### src/common/pfi_pkg.sv
// Purpose: Shared constants for the peripheral interrupt flag block.
// Assumes: Wishbone classic slave with 32-bit data; each register is one aligned word.
// Notes: Register indices are multiplied by four to form byte addresses.

package pfi_pkg;

	// ----------------------------------------------------------------------
	// Register indices and bus layout.
	// ----------------------------------------------------------------------
	localparam int ADR_W = 8;
	localparam logic [ADR_W-1:0] IDX_FLAGS_ONE = 8'h0c;
	localparam logic [ADR_W-1:0] IDX_FLAGS_TWO = 8'h0d;
	localparam logic [ADR_W-1:0] IDX_ENABLES_ONE = 8'h8c;
	localparam logic [ADR_W-1:0] IDX_ENABLES_TWO = 8'h8d;
	localparam logic [ADR_W-1:0] IDX_EVT_STATUS = 8'h90;
	localparam logic [ADR_W-1:0] IDX_EVT_ENABLE = 8'h91;
	localparam logic [ADR_W-1:0] IDX_EVT_CLEAR = 8'h92;
	localparam int ADR_LSB = 2;

	// ----------------------------------------------------------------------
	// Field positions inside the first flag register.
	// ----------------------------------------------------------------------
	localparam int BIT_WIDE_OVF = 0;
	localparam int BIT_PERIOD = 1;
	localparam int BIT_CAPCOMP1 = 2;
	localparam int BIT_SERIAL = 3;
	localparam int BIT_UART_TX = 4;
	localparam int BIT_UART_RX = 5;
	localparam int BIT_CONV = 6;
	localparam int BIT_SLAVE = 7;

	// Field position inside the second flag and enable registers.
	localparam int BIT_CAPCOMP2 = 0;

	// Event status register: the eight first-register sources, then the second unit.
	localparam int EVT_W = 9;
	localparam int BIT_EVT_CAPCOMP2 = 8;

	// ----------------------------------------------------------------------
	// Widths and reset values.
	// ----------------------------------------------------------------------
	localparam int REG_W = 8;
	localparam int DAT_W = 32;
	localparam int SEL_W = 4;
	localparam logic [REG_W-1:0] FLAGS_RESET = 8'h00;
	localparam logic [REG_W-1:0] ENABLES_RESET = 8'h00;
	localparam logic [EVT_W-1:0] EVT_RESET = 9'h000;
	localparam logic [REG_W-1:0] FLAGS_TWO_MASK = 8'h01;
	localparam logic [REG_W-1:0] SW_CLEARED_MASK = 8'hcf;
	localparam logic [REG_W-1:0] SLAVE_MASK = 8'h80;
	localparam logic [REG_W-1:0] UART_MASK = 8'h30;
	localparam logic [DAT_W-1:0] DAT_ZERO = 32'h0000_0000;

endpackage : pfi_pkg

### src/design/pfi_sticky_flags.sv
// Purpose: A vector of sticky flags that hardware sets and software loads.
// Assumes: Set and load inputs come from logic on the same clock.
// Notes: A set in the cycle of a software load wins, so no event is lost.

`timescale 1ns/10ps

module pfi_sticky_flags #(
	parameter int W = 8
) (
	input wire logic clk, // Core clock.
	input wire logic reset_n, // Synchronous reset, active low.
	input wire logic [W-1:0] setVec, // Per-bit set pulses from hardware.
	input wire logic [W-1:0] implMask, // Bits that exist; others stay zero.
	input wire logic loadEn, // Software write strobe.
	input wire logic [W-1:0] loadMask, // Bits the write may change.
	input wire logic [W-1:0] loadVal, // Value written by software.
	output logic [W-1:0] flags // Current flag state.
);

	logic [W-1:0] flags_reg;
	logic [W-1:0] flags_next;

	// Load written bits first, then let hardware sets override them.
	always_comb begin
		flags_next = flags_reg;
		if (loadEn) begin
			flags_next = (flags_reg & ~loadMask) | (loadVal & loadMask);
		end
		flags_next = (flags_next | setVec) & implMask;
	end

	// Flags hold until cleared and reset to zero.
	always_ff @(posedge clk) begin
		if (!reset_n) begin
			flags_reg <= '0;
		end else begin
			flags_reg <= flags_next;
		end
	end

	assign flags = flags_reg;

endmodule : pfi_sticky_flags

### src/design/pfi_irq_gate.sv
// Purpose: Registered interrupt line from flag and enable vectors.
// Assumes: All inputs are on the core clock.
// Notes: The output is a level that follows its inputs one cycle late.

`timescale 1ns/10ps

module pfi_irq_gate #(
	parameter int W = 8
) (
	input wire logic clk, // Core clock.
	input wire logic reset_n, // Synchronous reset, active low.
	input wire logic [W-1:0] pending, // Pending flags.
	input wire logic [W-1:0] enables, // Matching enable bits.
	output logic irq // Registered request, active high.
);

	logic irq_reg;

	// Request while any flag meets its enable.
	always_ff @(posedge clk) begin
		if (!reset_n) begin
			irq_reg <= 1'b0;
		end else begin
			irq_reg <= |(pending & enables);
		end
	end

	assign irq = irq_reg;

endmodule : pfi_irq_gate

### src/design/pfi_peripheral_interrupt_flags.sv
// Purpose: Peripheral interrupt flag registers with a Wishbone classic slave.
// Assumes: Event inputs are one-cycle pulses or levels from logic on clk.
// Notes: Rules are listed below.
// Function
// - Flags set on their events regardless of any enable bit.
// - Conversion-done flag sets at conversion end, held until software clears.
// - Serial-port flag sets on transfer end, cleared only by software.
// - First capture/compare flag sets on capture or match, unused in PWM.
// - Period-match flag sets when short timer equals period, software clears.
// - Wide timer overflow flag sets on overflow, software clears.
// - Slave-port flag sets after external access, software clears it.
// - Receive flag is read-only, high while receive buffer holds data.
// - Transmit flag is read-only, high while transmit buffer is empty.
// - Without slave port and uart, bits seven, five, four read zero.
// - Second flag register: only bit zero, second unit capture or compare.
// - Second enable register holds the second unit's enable bit.
// - All flags, including uart ones, reset to zero.
// - Each first-register flag has a matching enable bit in the first enable register.

`timescale 1ns/10ps

module pfi_peripheral_interrupt_flags #(
	parameter bit HAS_SLAVE_PORT = 1'b1,
	parameter bit HAS_UART = 1'b1
) (
	input wire logic clk, // Core clock, 250 MHz.
	input wire logic reset_n, // Synchronous reset, active low.
	input wire logic wb_cyc_i, // Wishbone cycle.
	input wire logic wb_stb_i, // Wishbone strobe.
	input wire logic wb_we_i, // Wishbone write enable.
	input wire logic [pfi_pkg::ADR_W+1:0] wb_adr_i, // Byte address.
	input wire logic [pfi_pkg::SEL_W-1:0] wb_sel_i, // Byte lane selects.
	input wire logic [pfi_pkg::DAT_W-1:0] wb_dat_i, // Write data.
	output logic [pfi_pkg::DAT_W-1:0] wb_dat_o, // Read data.
	output logic wb_ack_o, // Wishbone acknowledge.
	input wire logic convDoneEvt, // Conversion finished pulse.
	input wire logic serialDoneEvt, // Serial port transfer finished pulse.
	input wire logic capComp1Evt, // First capture/compare event pulse.
	input wire logic capComp1Pwm, // First unit is in PWM mode.
	input wire logic periodMatchEvt, // Short timer equals its period pulse.
	input wire logic wideOverflowEvt, // Wide timer overflow pulse.
	input wire logic slavePortAccessEvt, // External slave-port access pulse.
	input wire logic uartRxFull, // Receive buffer holds data, level.
	input wire logic uartTxEmpty, // Transmit buffer empty, level.
	input wire logic capComp2Evt, // Second capture/compare event pulse.
	input wire logic capComp2Pwm, // Second unit is in PWM mode.
	output logic periphIrq, // Peripheral interrupt request, level.
	output logic eventIrq // Event status interrupt, level.
);

	// ----------------------------------------------------------------------
	// Helpers.
	// ----------------------------------------------------------------------
	// Expand byte selects into a bit mask for the whole word.
	function automatic logic [pfi_pkg::DAT_W-1:0] laneMask(input logic [pfi_pkg::SEL_W-1:0] sel);
		logic [pfi_pkg::DAT_W-1:0] m;
		m = pfi_pkg::DAT_ZERO;
		for (int i = 0; i < pfi_pkg::SEL_W; i++) begin
			m[i*pfi_pkg::REG_W +: pfi_pkg::REG_W] = {pfi_pkg::REG_W{sel[i]}};
		end
		return m;
	endfunction : laneMask

	// Implemented bits of the first flag register for this variant.
	function automatic logic [pfi_pkg::REG_W-1:0] implOne(input bit hasSlave, input bit hasUart);
		logic [pfi_pkg::REG_W-1:0] m;
		m = pfi_pkg::SW_CLEARED_MASK & ~pfi_pkg::SLAVE_MASK;
		if (hasSlave) begin
			m = m | pfi_pkg::SLAVE_MASK;
		end
		if (hasUart) begin
			m = m | pfi_pkg::UART_MASK;
		end
		return m;
	endfunction : implOne

	localparam logic [pfi_pkg::REG_W-1:0] IMPL_ONE = implOne(HAS_SLAVE_PORT, HAS_UART);

	// ----------------------------------------------------------------------
	// Bus decode.
	// ----------------------------------------------------------------------
	logic busReq;
	logic wrStrobe;
	logic [pfi_pkg::ADR_W-1:0] regIdx;
	logic [pfi_pkg::DAT_W-1:0] wrMask;
	logic [pfi_pkg::DAT_W-1:0] wrData;
	logic ack_reg;
	logic [pfi_pkg::DAT_W-1:0] rdData_reg;
	logic [pfi_pkg::DAT_W-1:0] rdData_next;

	// A request is taken once; the ack cycle blocks a second take.
	assign busReq = wb_cyc_i & wb_stb_i & ~ack_reg;
	assign wrStrobe = busReq & wb_we_i;
	assign regIdx = wb_adr_i[pfi_pkg::ADR_LSB +: pfi_pkg::ADR_W];
	assign wrMask = laneMask(wb_sel_i);
	assign wrData = wb_dat_i & wrMask;

	logic wrFlagsOne;
	logic wrFlagsTwo;
	logic wrEnOne;
	logic wrEnTwo;
	logic wrEvtEn;
	logic wrEvtClr;

	// Per-register write strobes.
	assign wrFlagsOne = wrStrobe & (regIdx == pfi_pkg::IDX_FLAGS_ONE);
	assign wrFlagsTwo = wrStrobe & (regIdx == pfi_pkg::IDX_FLAGS_TWO);
	assign wrEnOne = wrStrobe & (regIdx == pfi_pkg::IDX_ENABLES_ONE);
	assign wrEnTwo = wrStrobe & (regIdx == pfi_pkg::IDX_ENABLES_TWO);
	assign wrEvtEn = wrStrobe & (regIdx == pfi_pkg::IDX_EVT_ENABLE);
	assign wrEvtClr = wrStrobe & (regIdx == pfi_pkg::IDX_EVT_CLEAR);

	// ----------------------------------------------------------------------
	// Event qualification.
	// ----------------------------------------------------------------------
	logic [pfi_pkg::REG_W-1:0] setOne;
	logic [pfi_pkg::REG_W-1:0] setTwo;
	logic [pfi_pkg::REG_W-1:0] uartLevel;

	// Sticky set sources of the first flag register, independent of enables.
	always_comb begin
		setOne = '0;
		setOne[pfi_pkg::BIT_CONV] = convDoneEvt;
		setOne[pfi_pkg::BIT_SERIAL] = serialDoneEvt;
		setOne[pfi_pkg::BIT_CAPCOMP1] = capComp1Evt & ~capComp1Pwm;
		setOne[pfi_pkg::BIT_PERIOD] = periodMatchEvt;
		setOne[pfi_pkg::BIT_WIDE_OVF] = wideOverflowEvt;
		setOne[pfi_pkg::BIT_SLAVE] = slavePortAccessEvt;
	end

	// Second register has a single source, ignored in PWM mode.
	always_comb begin
		setTwo = '0;
		setTwo[pfi_pkg::BIT_CAPCOMP2] = capComp2Evt & ~capComp2Pwm;
	end

	// Buffer state levels for the read-only uart flags.
	always_comb begin
		uartLevel = '0;
		uartLevel[pfi_pkg::BIT_UART_RX] = uartRxFull;
		uartLevel[pfi_pkg::BIT_UART_TX] = uartTxEmpty;
	end

	// ----------------------------------------------------------------------
	// Flag registers.
	// ----------------------------------------------------------------------
	logic [pfi_pkg::REG_W-1:0] stickyOne;
	logic [pfi_pkg::REG_W-1:0] flagsTwo;
	logic [pfi_pkg::REG_W-1:0] uartFlags_reg;
	logic [pfi_pkg::REG_W-1:0] flagsOne;

	// Software-cleared bits of the first register; uart bits are not writable.
	pfi_sticky_flags #(
		.W(pfi_pkg::REG_W)
	) u_flags_one (
		.clk(clk),
		.reset_n(reset_n),
		.setVec(setOne),
		.implMask(IMPL_ONE & pfi_pkg::SW_CLEARED_MASK),
		.loadEn(wrFlagsOne),
		.loadMask(wrMask[pfi_pkg::REG_W-1:0] & pfi_pkg::SW_CLEARED_MASK),
		.loadVal(wrData[pfi_pkg::REG_W-1:0]),
		.flags(stickyOne)
	);

	// Second flag register, only bit zero exists.
	pfi_sticky_flags #(
		.W(pfi_pkg::REG_W)
	) u_flags_two (
		.clk(clk),
		.reset_n(reset_n),
		.setVec(setTwo),
		.implMask(pfi_pkg::FLAGS_TWO_MASK),
		.loadEn(wrFlagsTwo),
		.loadMask(wrMask[pfi_pkg::REG_W-1:0]),
		.loadVal(wrData[pfi_pkg::REG_W-1:0]),
		.flags(flagsTwo)
	);

	// Uart flags track buffer state and are cleared by the uart itself.
	always_ff @(posedge clk) begin
		if (!reset_n) begin
			uartFlags_reg <= pfi_pkg::FLAGS_RESET;
		end else begin
			uartFlags_reg <= uartLevel & IMPL_ONE & pfi_pkg::UART_MASK;
		end
	end

	assign flagsOne = stickyOne | uartFlags_reg;

	// ----------------------------------------------------------------------
	// Enable registers.
	// ----------------------------------------------------------------------
	logic [pfi_pkg::REG_W-1:0] enOne_reg;
	logic [pfi_pkg::REG_W-1:0] enTwo_reg;

	// First enable register, one bit per first-register flag.
	always_ff @(posedge clk) begin
		if (!reset_n) begin
			enOne_reg <= pfi_pkg::ENABLES_RESET;
		end else if (wrEnOne) begin
			enOne_reg <= ((enOne_reg & ~wrMask[pfi_pkg::REG_W-1:0]) | wrData[pfi_pkg::REG_W-1:0]) & IMPL_ONE;
		end
	end

	// Second enable register, only the second unit's bit.
	always_ff @(posedge clk) begin
		if (!reset_n) begin
			enTwo_reg <= pfi_pkg::ENABLES_RESET;
		end else if (wrEnTwo) begin
			enTwo_reg <= ((enTwo_reg & ~wrMask[pfi_pkg::REG_W-1:0]) | wrData[pfi_pkg::REG_W-1:0])
				& pfi_pkg::FLAGS_TWO_MASK;
		end
	end

	// Peripheral request from both flag and enable pairs.
	pfi_irq_gate #(
		.W(2 * pfi_pkg::REG_W)
	) u_periph_irq (
		.clk(clk),
		.reset_n(reset_n),
		.pending({flagsTwo, flagsOne}),
		.enables({enTwo_reg, enOne_reg}),
		.irq(periphIrq)
	);

	// ----------------------------------------------------------------------
	// Event status, enable and clear.
	// ----------------------------------------------------------------------
	logic [pfi_pkg::EVT_W-1:0] evtStatus;
	logic [pfi_pkg::EVT_W-1:0] evtSet;
	logic [pfi_pkg::EVT_W-1:0] evtClr;
	logic [pfi_pkg::EVT_W-1:0] evtEn_reg;
	logic [pfi_pkg::EVT_W-1:0] evtImpl;

	// Each source edge records a sticky event; the uart bits record level rises.
	assign evtSet = {setTwo[pfi_pkg::BIT_CAPCOMP2], setOne | (uartLevel & ~uartFlags_reg)};
	assign evtImpl = {pfi_pkg::FLAGS_TWO_MASK[pfi_pkg::BIT_CAPCOMP2], IMPL_ONE};
	assign evtClr = wrData[pfi_pkg::EVT_W-1:0];

	// Writing ones to the clear register drops those bits; a set still wins.
	pfi_sticky_flags #(
		.W(pfi_pkg::EVT_W)
	) u_evt_status (
		.clk(clk),
		.reset_n(reset_n),
		.setVec(evtSet),
		.implMask(evtImpl),
		.loadEn(wrEvtClr),
		.loadMask(evtClr),
		.loadVal('0),
		.flags(evtStatus)
	);

	// Event enable register.
	always_ff @(posedge clk) begin
		if (!reset_n) begin
			evtEn_reg <= pfi_pkg::EVT_RESET;
		end else if (wrEvtEn) begin
			evtEn_reg <= ((evtEn_reg & ~wrMask[pfi_pkg::EVT_W-1:0]) | wrData[pfi_pkg::EVT_W-1:0]) & evtImpl;
		end
	end

	// Event interrupt line.
	pfi_irq_gate #(
		.W(pfi_pkg::EVT_W)
	) u_evt_irq (
		.clk(clk),
		.reset_n(reset_n),
		.pending(evtStatus),
		.enables(evtEn_reg),
		.irq(eventIrq)
	);

	// ----------------------------------------------------------------------
	// Read path and acknowledge.
	// ----------------------------------------------------------------------
	// Read mux; unmapped and write-only locations read zero.
	always_comb begin
		rdData_next = pfi_pkg::DAT_ZERO;
		case (regIdx)
			pfi_pkg::IDX_FLAGS_ONE: rdData_next[pfi_pkg::REG_W-1:0] = flagsOne;
			pfi_pkg::IDX_FLAGS_TWO: rdData_next[pfi_pkg::REG_W-1:0] = flagsTwo;
			pfi_pkg::IDX_ENABLES_ONE: rdData_next[pfi_pkg::REG_W-1:0] = enOne_reg;
			pfi_pkg::IDX_ENABLES_TWO: rdData_next[pfi_pkg::REG_W-1:0] = enTwo_reg;
			pfi_pkg::IDX_EVT_STATUS: rdData_next[pfi_pkg::EVT_W-1:0] = evtStatus;
			pfi_pkg::IDX_EVT_ENABLE: rdData_next[pfi_pkg::EVT_W-1:0] = evtEn_reg;
			default: rdData_next = pfi_pkg::DAT_ZERO;
		endcase
	end

	// Ack one cycle after the request, dropped the cycle after.
	always_ff @(posedge clk) begin
		if (!reset_n) begin
			ack_reg <= 1'b0;
		end else begin
			ack_reg <= busReq;
		end
	end

	// Read data is captured with the ack and held until the next read request.
	always_ff @(posedge clk) begin
		if (!reset_n) begin
			rdData_reg <= pfi_pkg::DAT_ZERO;
		end else if (busReq && !wb_we_i) begin
			rdData_reg <= rdData_next;
		end
	end

	assign wb_ack_o = ack_reg;
	assign wb_dat_o = rdData_reg;

endmodule : pfi_peripheral_interrupt_flags

### config.mk
export PLATFORM = sky130hd
export DESIGN_NAME = pfi_peripheral_interrupt_flags
export DESIGN_NICKNAME = d
export VERILOG_FILES = /design/src/common/pfi_pkg.sv /design/src/design/pfi_sticky_flags.sv /design/src/design/pfi_irq_gate.sv /design/src/design/pfi_peripheral_interrupt_flags.sv
export SDC_FILE = /design/constraint.sdc
export NUM_CORES = 1
export LEC_CHECK = 0
export ABC_AREA = 0
export BUFFER_PORTS_ARGS = -buffer_cell sky130_fd_sc_hd__buf_2
export CORE_ASPECT_RATIO = 0.9
export CORE_MARGIN = 8
export CORE_UTILIZATION = 48
export DETAILED_ROUTE_END_ITERATION = 10
export GPL_TIMING_DRIVEN = 0
export PLACE_DENSITY = 0.78
export SLEW_MARGIN = 25
export SYNTH_ARGS = -nofsm -noshare
export SYNTH_HDL_FRONTEND = slang
export SYNTH_SLANG_ARGS = --single-unit
### constraint.sdc
create_clock -name clk -period 1.9 [get_ports clk]
set_input_delay 0.38 -clock clk [delete_from_list [all_inputs] [get_ports clk]]
set_output_delay 0.38 -clock clk [all_outputs]
set_load 0.05 [all_outputs]
Word-level counts from Yosys, hierarchy flattened
Index checks and enable logic that the tools add are counted.

Eq/ne operators: 7. Muxes and demuxes: 5. Bitwise gates (word level): 41. Reduce and logical (&&, ||, !) cells: 4.

Operators with widths (count): $pmux W8 S6 (1); $and A9 B9 Y9 (5); $eq A8 B8 Y1 const B (5); $or A8 B8 Y8 (5); $and A8 B8 Y8 (3); $not A8 Y8 (3); $not A9 Y9 (2); $or A9 B9 Y9 (2); $eq A8 B4 Y1 const B (2); $reduce_or A16 Y1 (1); $and A1 B1 Y1 (14); $mux W9 (1); $reduce_or A9 Y1 (1); $and A6 B8 Y8 (1); $mux W8 (1); $not A1 Y1 (3); $or A1 B1 Y1 (3); $pmux W1 S2 (1); $logic_and A1 B1 Y1 (1); $logic_not A1 Y1 (1); $mux W1 (1).

Register bits after elaboration: 56. Input port bits: 62. Output and inout bits: 35. Logic and storage cells: 70.

Longest topological paths before layout
Gate-level depths: netlist (run 1).

Depth after elaboration: 6. Gate-level depth with buffers: 5. Gate-level depth less buffers: 4.

Modules after synthesis
From an unflattened synthesis (run 1), not the netlist that was laid out.

Cell total of the unflattened synthesis: 364. Area total of the unflattened synthesis: 3363.2 um^2.

By module, submodules not included: pfi_peripheral_interrupt_flags (times used 1, cells an instance 211, area each 1879.3 um^2, sequential area each 600.6 um^2); pfi_sticky_flags (u_flags_one ...) (times used 2, cells an instance 43, area each 421.7 um^2, sequential area each 160.2 um^2); pfi_sticky_flags (u_evt_status) (times used 1, cells an instance 48, area each 454.2 um^2, sequential area each 180.2 um^2); pfi_irq_gate (u_periph_irq) (times used 1, cells an instance 12, area each 115.1 um^2, sequential area each 20.0 um^2); pfi_irq_gate (u_evt_irq) (times used 1, cells an instance 7, area each 71.3 um^2, sequential area each 20.0 um^2).

Worst setup path after synthesis (run 1)
Ideal clock, no wire load.

Path kind: flip-flop to flip-flop. Start: reg ack_reg, in the netlist wb_ack_o. End: reg u_evt_status.flags_reg[2], in the netlist u_evt_status.flags[2]. Library setup time: 0.135 ns. Arrival: 1.490 ns. Required time: 1.765 ns. Path slack: 0.275 ns. Cell stages (with the launch flop): 6. Path buffers: 1. Period minus slack after synthesis: 1.625 ns. Cells stage by stage: dfxtp_1 and4b_2 buf_2 nand2_1 nor2_1 a31oi_1.

Word-level cells in the longest chain between the ends: 6.

Ends and longest elaborated chain: start, declared (RTL line pfi_peripheral_interrupt_flags.sv:87) `logic ack_reg;`; start signal, assigned (RTL line pfi_peripheral_interrupt_flags.sv:297) `ack_reg <= busReq;`; $not A1 Y1 (RTL line pfi_peripheral_interrupt_flags.sv:92) `assign busReq = wb_cyc_i & wb_stb_i & ~ack_reg;`; $and A1 B1 Y1 (RTL line pfi_peripheral_interrupt_flags.sv:92); $and A1 B1 Y1 (RTL line pfi_peripheral_interrupt_flags.sv:93) `assign wrStrobe = busReq & wb_we_i;`; $and A1 B1 Y1 (RTL line pfi_peripheral_interrupt_flags.sv:111) `assign wrEvtClr = wrStrobe & (regIdx == pfi_pkg::IDX_EVT_CLEAR);`; $mux W9 (RTL line pfi_sticky_flags.sv:26) `if (loadEn) begin`; $or A9 B9 Y9 (RTL line pfi_sticky_flags.sv:29) `flags_next = (flags_next | setVec) & implMask;`; end signal, assigned (RTL line pfi_sticky_flags.sv:37) `flags_reg <= flags_next;`; end, declared (RTL line pfi_sticky_flags.sv:20) `logic [W-1:0] flags_reg;`.

Every way passes these cells. A chain may end at the register's enable or synchronous reset.

Worst setup path after layout (run 1)
Same ends and word-level chain as after synthesis.

==> key figures, run 1 <==
Outcome
  – Status: finished, final reports clean

Yosys
  – Cells after Synth: 260
  – Synth Flop Type: dfxtp_1
  – #FFs+latches synth: 48
  – Number of synthesized flops with an enable pin: 0
  – Mapped cell area: 0.00242 sq mm
  – Sequential share of the synthesized area: 39.8%
  – Distinct cell type count after synthesis: 42
  – Post-Syn Area per Cell: 9.30 sq um
  – YS warnings: 0
  – Async S/R FF share, synth: 0%

Floorplanning
  – DIE WIDTH: 90.8 um
  – Initial Util: 49.7%
  – I/O Pins: 97
  – FP Rows: 24
  – Die footprint: 0.00757 sq mm
  – Core area: 0.00486 sq mm
  – Die Y: 83.3 um

Clock network
  – # clock sinks: 48
  – Total CTS buffers: 5
  – CTS tree: done
  – CTS root buf: clkbuf_8
  – CTS H-tree depth: 2
  – Post-CTS Setup Repair Bufs: 0
  – Clk_lat worst skew: 0.31 ns
  – Clock transition at path regs: 0.09 ns
  – Maximum clock path buffer count: 2

Run
  – Total of max-cap violations: 0

Global route
  – Vias in the first global route: 2196
  – Total GRT Usage: 17.4%
  – Grt ovf: 0
  – Global-route wire length before repair: 10.8 mm
  – Initial antenna violation count: 0
  – Largest net degree at the start of global routing: 14

STA
  – Hold Violations, Final: 0
  – Setup Skew: 0.00867 ns
  – Rel. slew slack: 59.7%
  – Slew @ Worst Pin: 0.601 ns
  – Tmin final: 1.62 ns
  – Tcrit/Tclk final: 85.2%
  – RSZ-0062 raised after global routing: no
  – Fmax: 618 MHz
  – Final-report setup violation count: 0
  – Fin. max-slew vios: 0
  – TNS Setup: 0 ns

Place
  – Gpl congestion: 0.846
  – IO buf count: 45
  – Placed instance area: 0.00281 sq mm
  – Post-DP HPWL: 4.83 mm

Finish
  – Nets@finish: 396
  – Ant diodes: 0
  – Post-layout util: 59.7%
  – Layout cells sized above 1: 27.5%
  – Area grow syn2layout: 20.2%
  – Final instance area: 0.00291 sq mm

Routing
  – Pre-antenna DRT Iters: 4
  – Iteration-0 DRC count of the detailed router: 245
  – DR WL/cell: 16.2 um
  – Total routed wirelength: 6.45 mm
  – Residual DRC: 0
  – Via density: 5.33
  – Via count: 2125
  – ANT nets after route: 0

Worst setup path
  – WP buf/inv: 1
  – CP max-delay cell: nor2_2
  – CP startpoint kind: flip-flop
  – Critical path class: flip-flop to flip-flop
  – Worst path top cell family by delay: simple AND/OR/NAND/NOR gates
  – CP required: 2.08 ns
  – Worst Setup End Kind: flip-flop
  – CP arrival: 1.80 ns
  – Worst-path cell chain: and4b_2, buf_2, nand2_1, nor2_2, a31oi_1
  – Max incr delay on CP: 0.43 ns
  – Worst reg-to-reg path cell count: 5
  – Critical path depth: 5
  – Largest fanout on the critical path: 7

Pwr
  – Maximum VDD drop: 0.000514 V
  – Leakage Power: 1.24 nW
  – Power density cells: 709 mW/mm^2

Min path
  – HP Class: primary input to flip-flop
  – WHS Path Cells: 2
cell type report:
| cell class | instances | area, sq um |
|---|---|---|
| fill | 445 | 1960 |
| multi-input combinational | 194 | 1300 |
| sequential | 48 | 961 |
| timing repair buffer | 45 | 225 |
| buffer | 32 | 210 |
| clock buffer | 7 | 96.3 |
| tap | 65 | 81.3 |
| inverter | 8 | 30.0 |
layer usage:
| layer | routed length (um) | share of wire (%) | GRT usage, % |
|---|---|---|---|
| met1 | 2930 | 45 | 22.0 |
| met2 | 2830 | 44 | 25.2 |
| met3 | 566 | 8.8 | 7.37 |
| met4 | 119 | 1.8 | 7.43 |
| met5 | 0 | 0 | 0 |
layout by cell type, fill, tap and decap left out, drive strengths merged, types with 4 or more instances in the layout:
cell type   n
clkbuf     13
o2bb2ai     7
o22a        7
nor3       19
conb       23
nand2      36
a31oi       8
nor2        5
o21ai       8
dfxtp      48
nor2b       6
buf        71
a21oi       6
inv         8
nand3       4
mux2i      31
kinds of logic (layout without fill, tap and decap cells):
family,Yosys count,after routing,share of synthesized area (%)
AOI/OAI and AO/OA,52,52,15.6
other,1,23,0.155
and+or+nand+nor,85,85,19.9
muxes,34,34,14.7
DFF,48,48,39.8
buffers and inverters,40,92,9.94
worst paths after layout:
kind                                   from               endpoint  slack, ns
worst max register to register     wb_ack_o  u_evt_status.flags[2]       0.28
worst max-delay path               wb_ack_o  u_evt_status.flags[2]       0.28
worst min register to register  wb_dat_o[3]            wb_dat_o[3]       0.46
worst min-delay path            wb_dat_i[3]  u_evt_status.flags[3]       0.28
cells in the mapped netlist (2+ instances only):
cell type | instances | area share [%]
a21oi_1 | 6 | 1.2
a221oi_1 | 2 | 0.72
a222oi_1 | 2 | 0.83
a22o_1 | 2 | 0.72
a22oi_1 | 3 | 0.93
a31oi_1 | 8 | 2.1
and2_1 | 3 | 0.78
and4bb_2 | 2 | 1.0
buf_2 | 3 | 0.62
buf_4 | 23 | 7.1
clkbuf_1 | 6 | 0.93
dfxtp_1 | 48 | 40
inv_1 | 8 | 1.2
mux2_2 | 2 | 0.93
mux2i_1 | 31 | 13
nand2_1 | 35 | 5.4
nand3_1 | 3 | 0.62
nand4_1 | 2 | 0.52
nand4b_1 | 2 | 0.72
nor2_1 | 3 | 0.47
nor2_4 | 2 | 0.93
nor2b_1 | 6 | 1.6
nor3_1 | 18 | 3.7
o211ai_1 | 3 | 0.93
o21ai_0 | 8 | 1.7
o22a_1 | 7 | 2.5
o2bb2ai_1 | 7 | 2.5
power by group:
part	internal, mW	switching [mW]	leakage (nW)	total [mW]
logic	0.112	0.219	0.795	0.331
registers	1.03	0.0256	0.392	1.06
clock network	0.325	0.343	0.0503	0.668
through the flow:
| step | hold WS, ns | std cells | total power, mW | setup WS (ns) |
|---|---|---|---|---|
| 2_1_floorplan | 0.442 | 282 | 1.32 | 0.275 |
| 3_3_place_gp | 0.443 | 392 | 1.40 | -0.0149 |
| 3_5_place_dp | 0.445 | 392 | 1.41 | -0.0510 |
| 4_1_cts | 0.280 | 399 | 2.05 | 0.0767 |
| 5_1_grt | 0.276 | 399 | 2.13 | 0.0843 |
| 6_report | 0.284 | 399 | 2.06 | 0.281 |
repair_timing:
action | CTS | global route
gates resized for setup | 0 | 1
setup endpoints to repair | 0 | 7
hold buffers | 0 | 0
No activity file was read; power rests on OpenSTA's default activity.
==> inputs of run 2 (changes only) <==
PLACE_DENSITY = 0.76   (was 0.78)
==> run 2 against run 1 <==
  * Power down 0.96%
  * Combinational power about the same
  * Sequential share of layout area hardly changed
  * Final area barely moved
  * Sequential power about the same
  * Worst hold slack got worse by 0.017 ns
  * Via count fell by 0.89%
  * Routed wire length rose by 0.71%
==> key figures, run 2 (synthesis gave the netlist of run 1 again) <==
Finish
  – Area grow syn2layout: 20.1%
  – Layout cells sized above 1: 27.5%
  – FF+latch area: 961 sq um
  – Ant diodes: 0
  – Final instance area: 0.00290 sq mm
  – Nets@finish: 396
  – Post-layout util: 59.7%
  – # fillers: 458
  – Post-route insts no fill: 400
  – Commonest non-fill, non-tap cells in the layout: buf_2 (48), dfxtp_1 (48), nand2_1 (35), mux2i_1 (31)
  – Multi-input gate area: 0.00130 sq mm

Pwr
  – Power density cells: 702 mW/mm^2
  – Leakage Power: 1.23 nW
  – Maximum VDD drop: 0.000521 V

Global route
  – Total GRT Usage: 17.2%
  – Global-route wire length before repair: 10.6 mm
  – Grt ovf: 0
  – Vias in the first global route: 2176
  – Initial antenna violation count: 0
  – Largest net degree at the start of global routing: 15

Worst setup path
  – Worst R2R Start: wb_ack_o
  – R2r endpoint: u_evt_status.flags[1]
  – Worst reg-to-reg path cell count: 5
  – Largest fanout on the critical path: 7
  – Crit path to: u_evt_status.flags[1]
  – Critical Path Start: wb_ack_o
  – Critical path class: flip-flop to flip-flop
  – CP required: 2.08 ns
  – Worst-path cell chain: and4b_2, buf_2, nand2_1, nor2_2, a31oi_1
  – CP max-delay cell: nor2_2
  – R2r setup slk: 0.25 ns
  – CP startpoint kind: flip-flop
  – CP arrival: 1.83 ns
  – Max incr delay on CP: 0.43 ns
  – Worst Setup End Kind: flip-flop

Clock network
  – Clock transition at path regs: 0.09 ns
  – Post-CTS Setup Repair Bufs: 0
  – Total CTS buffers: 5
  – CTS tree: done
  – Clk_lat worst skew: 0.32 ns
  – CTS H-tree depth: 2
  – Maximum clock path buffer count: 2
  – CTS root buf: clkbuf_8
  – # clock sinks: 48

Place
  – IO buf count: 45
  – Placed instance area: 0.00281 sq mm
  – Inst Count DP: 392
  – Gpl congestion: 0.918
  – Post-DP HPWL: 4.86 mm

Routing
  – ANT nets after route: 0
  – Pre-antenna DRT Iters: 4
  – Top Layer Used: met4
  – Residual DRC: 0
  – Total routed wirelength: 6.49 mm
  – Met2 Routed Length: 2.94 mm
  – Iteration-0 DRC count of the detailed router: 154
  – Via density: 5.27
  – Met3 wire length: 623 um
  – DR WL/cell: 16.2 um
  – M1 WL: 2.85 mm
  – Via count: 2106

Floorplanning
  – FP Rows: 24
  – Core area: 0.00486 sq mm
  – DIE WIDTH: 90.8 um
  – Die footprint: 0.00757 sq mm
  – Initial Util: 49.7%
  – Die Y: 83.3 um
  – I/O Pins: 97

STA
  – Final-report setup violation count: 0
  – Rel. slew slack: 60.6%
  – RSZ-0062 raised after global routing: no
  – Tmin final: 1.65 ns
  – Setup Skew: 0.0101 ns
  – Slew @ Worst Pin: 0.590 ns
  – TNS Setup: 0 ns
  – Hold Violations, Final: 0
  – Fin. max-slew vios: 0
  – Tcrit/Tclk final: 86.7%
  – Fmax: 607 MHz

Min path
  – HP Class: primary input to flip-flop

Outcome
  – Status: finished, final reports clean

Run
  – Total of max-cap violations: 0
-- run 2: cell count changes in the layout (fill, tap and decap cells not counted) --
| cell | before | now |
|---|---|---|
| clkbuf_1 | 6 | 7 |
| clkbuf_8 | 7 | 6 |
| clkinvlp_4 | 0 | 1 |
-- run 2: final cells by class --
class,count,area share (%)
buffer,32,7.24
clock buffer,7,2.97
clock inverter,1,0.259
inverter,8,1.03
multi-input combinational,194,44.8
sequential,48,33.1
tap,65,2.80
timing repair buffer,45,7.76
-- run 2: power breakdown --
| group | leakage [nW] | internal (mW) | switching, mW |
|---|---|---|---|
| Combinational | 0.795 | 0.112 | 0.220 |
| Sequential | 0.392 | 1.03 | 0.0254 |
| Clock | 0.0445 | 0.296 | 0.351 |
-- run 2: metal layers --
metal / track usage [%] / vias to the layer above
met1: 21.3 / 961
met4: 7.43 / 0
met3: 5.40 / 7
li1: - / 1054
met2: 26.7 / 84
met5: 0 / -
-- run 2: what timing repair did --
item / CTS / global route
hold buffers: 0 / 0
setup endpoints to repair: 0 / 6
resized for setup: 0 / 1
hold endpoints to repair: 0 / 0
-- run 2: stage by stage --
stage / setup WS (ns) / hold slack (ns) / power [mW]
after floorplan: 0.275 / 0.442 / 1.32
after global placement: -0.0174 / 0.443 / 1.40
after detailed placement: -0.0528 / 0.445 / 1.41
after CTS: 0.0526 / 0.273 / 2.03
after global routing: 0.172 / 0.281 / 2.11
final: 0.253 / 0.268 / 2.04
-- run 2: worst max-delay path, delay by kind of cell, from the launching register on --
family / cells / cell delay, ns
compound gates: 1 / 0.16
flops: 1 / 0.34
simple gates: 3 / 0.84
buf+inv: 1 / 0.18
-- run 2: worst min path at each step --
stage / depth (start not counted) / startpoint / end / slack [ns]
floorplan: 2 / u_flags_one.flags[0] / u_flags_one.flags[0] / 0.44
CTS: 2 / wb_dat_i[2] / u_evt_status.flags[2] / 0.27
detailed placement: 1 / wb_dat_o[1] / wb_dat_o[1] / 0.44
global route: 2 / wb_dat_i[7] / u_evt_status.flags[7] / 0.28
global placement: 1 / wb_dat_o[2] / wb_dat_o[2] / 0.44
finish: 2 / wb_dat_i[2] / u_evt_status.flags[2] / 0.27
==> inputs of run 3 (changes only) <==
SETUP_SLACK_MARGIN = 0.3   (was unset)
==> run 3 against run 2 <==
  * Critical path type unchanged
  * Combinational power about the same
  * Sequential power is essentially flat
  * Via count is 1.5% higher
  * Core utilization rose by 0.85 points
  * Power is 0.42% lower
  * Fmax increased by 7.7%
==> key figures, run 3 (synthesis gave the netlist of run 1 again) <==
STA
  – RSZ-0062 raised after global routing: yes
  – Tcrit/Tclk final: 80.4%
  – Final WS setup: 0.371 ns
  – Fmax: 654 MHz
  – Setup Skew: 0.00489 ns
  – Hold Violations, Final: 0
  – Slew @ Worst Pin: 0.626 ns
  – Tmin final: 1.53 ns
  – Fin. max-slew vios: 0
  – Final-report setup violation count: 0
  – Rel. slew slack: 58.3%
  – TNS Setup: 0 ns

Finish
  – Nets@finish: 398
  – Post-layout util: 60.5%
  – Layout cells sized above 1: 28.8%
  – Ant diodes: 0
  – Post-route insts no fill: 402
  – Commonest non-fill, non-tap cells in the layout: buf_2 (48), dfxtp_1 (47), nand2_1 (34), mux2i_1 (31), buf_4 (24)
  – Most common cell after layout, fill and taps aside: buf_2
  – Area grow syn2layout: 21.8%

Global route
  – Initial antenna violation count: 0
  – Total GRT Usage: 17.3%
  – Largest net degree at the start of global routing: 15
  – Vias in the first global route: 2166
  – Global-route wire length before repair: 10.8 mm
  – Grt ovf: 0

Pwr
  – Leakage Power: 1.25 nW
  – Maximum VDD drop: 0.000528 V
  – Internal power: 1.44 mW
  – Power density cells: 690 mW/mm^2
  – Switching Share: 28.9%
  – Clock Power Share: 31.3%
  – Overall power: 2.03 mW
  – Combinational share of power: 16.4%
  – Sw Pwr: 0.587 mW
  – Sequential power share: 52.3%

Floorplanning
  – Core area: 0.00486 sq mm
  – Die Y: 83.3 um
  – DIE WIDTH: 90.8 um
  – FP Rows: 24
  – I/O Pins: 97
  – Initial Util: 49.7%
  – Die footprint: 0.00757 sq mm

Clock network
  – CTS H-tree depth: 2
  – # clock sinks: 48
  – CTS tree: done
  – Clock transition at path regs: 0.09 ns
  – Post-CTS Hold Buffers: 0
  – Maximum clock path buffer count: 2
  – CTS root buf: clkbuf_8
  – Total CTS buffers: 5
  – Clk_lat worst skew: 0.30 ns

Routing
  – DR WL/cell: 16.4 um
  – Iteration-0 DRC count of the detailed router: 155
  – ANT nets after route: 0
  – Pre-antenna DRT Iters: 4
  – Total routed wirelength: 6.60 mm
  – Residual DRC: 0
  – Via density: 5.32
  – Via count: 2137

Run
  – Total of max-cap violations: 0

Worst setup path
  – Largest fanout on the critical path: 8
  – CP arrival: 1.75 ns
  – Worst-path cell chain: and4b_2, buf_2, nand3_4, nor2_4, mux2i_1
  – Worst Setup End Kind: flip-flop
  – Max incr delay on CP: 0.35 ns
  – Critical path class: flip-flop to flip-flop
  – CP max-delay cell: dfxtp_2
  – CP required: 2.12 ns
  – CP startpoint kind: flip-flop
  – Critical Path Start: wb_ack_o
  – Worst R2R Start: wb_ack_o

Place
  – Inst Count DP: 392
  – Pre-CTS WS: 0.122 ns
  – IO buf count: 45
  – Gpl congestion: 0.846
  – Post-DP HPWL: 4.96 mm

Min path
  – Min-delay src: uartTxEmpty
  – HP Class: primary input to flip-flop

Outcome
  – Status: finished, final reports clean
-- run 3: power groups by stage --
stage	clock network [mW]	registers, mW	logic [mW]
2_1_floorplan	0	1.08	0.241
3_3_place_gp	0	1.08	0.322
3_5_place_dp	0	1.08	0.328
4_1_cts	0.639	1.06	0.329
5_1_grt	0.676	1.06	0.359
6_report	0.635	1.06	0.334
-- run 3: final timing paths --
path,endpoint,slack [ns],cells past startpoint
hold reg to reg,wb_ack_o,0.45,1
setup / recovery,flip-flop,0.37,5
setup reg to reg,flip-flop,0.37,5
hold / removal,uartFlags_reg[4],0.29,2
-- run 3: metal layers --
metal / part of all wire, % / up-vias / global-route usage (%)
li1: - / 1057 / -
met3: 9.1 / 10 / 5.49
met4: 1.2 / 0 / 4.90
met2: 45 / 94 / 26.9
met5: 0 / - / 0
met1: 44 / 976 / 22.2
-- run 3: critical path, delay by kind of cell (launching register included) --
| kind | cells | cell delay, ns |
|---|---|---|
| and+or+nand+nor | 3 | 0.66 |
| buffers and inverters | 1 | 0.18 |
| DFF | 1 | 0.35 |
| muxes | 1 | 0.26 |
-- run 3: repair_timing --
| action | in CTS | in global routing |
|---|---|---|
| endpoints found under the hold margin | 0 | 0 |
| gates resized for setup | 1 | 2 |
| setup endpoints to repair | 7 | 16 |
| buffers inserted | 1 | 1 |
| pin swaps | 0 | 1 |
-- run 3: layout make-up --
cell class | instances | area, sq um
fill | 451 | 1920
multi-input combinational | 194 | 1310
sequential | 48 | 962
timing repair buffer | 47 | 253
buffer | 32 | 210
clock buffer | 7 | 86.3
tap | 65 | 81.3
inverter | 8 | 30.0
clock inverter | 1 | 7.51
-- run 3: metrics by stage --
stage | area (sq um) | hold slack [ns]
3_5_place_dp | 2810 | 0.427
6_report | 2940 | 0.288
2_1_floorplan | 2500 | 0.442
4_1_cts | 2920 | 0.286
5_1_grt | 2940 | 0.282
3_3_place_gp | 2810 | 0.418
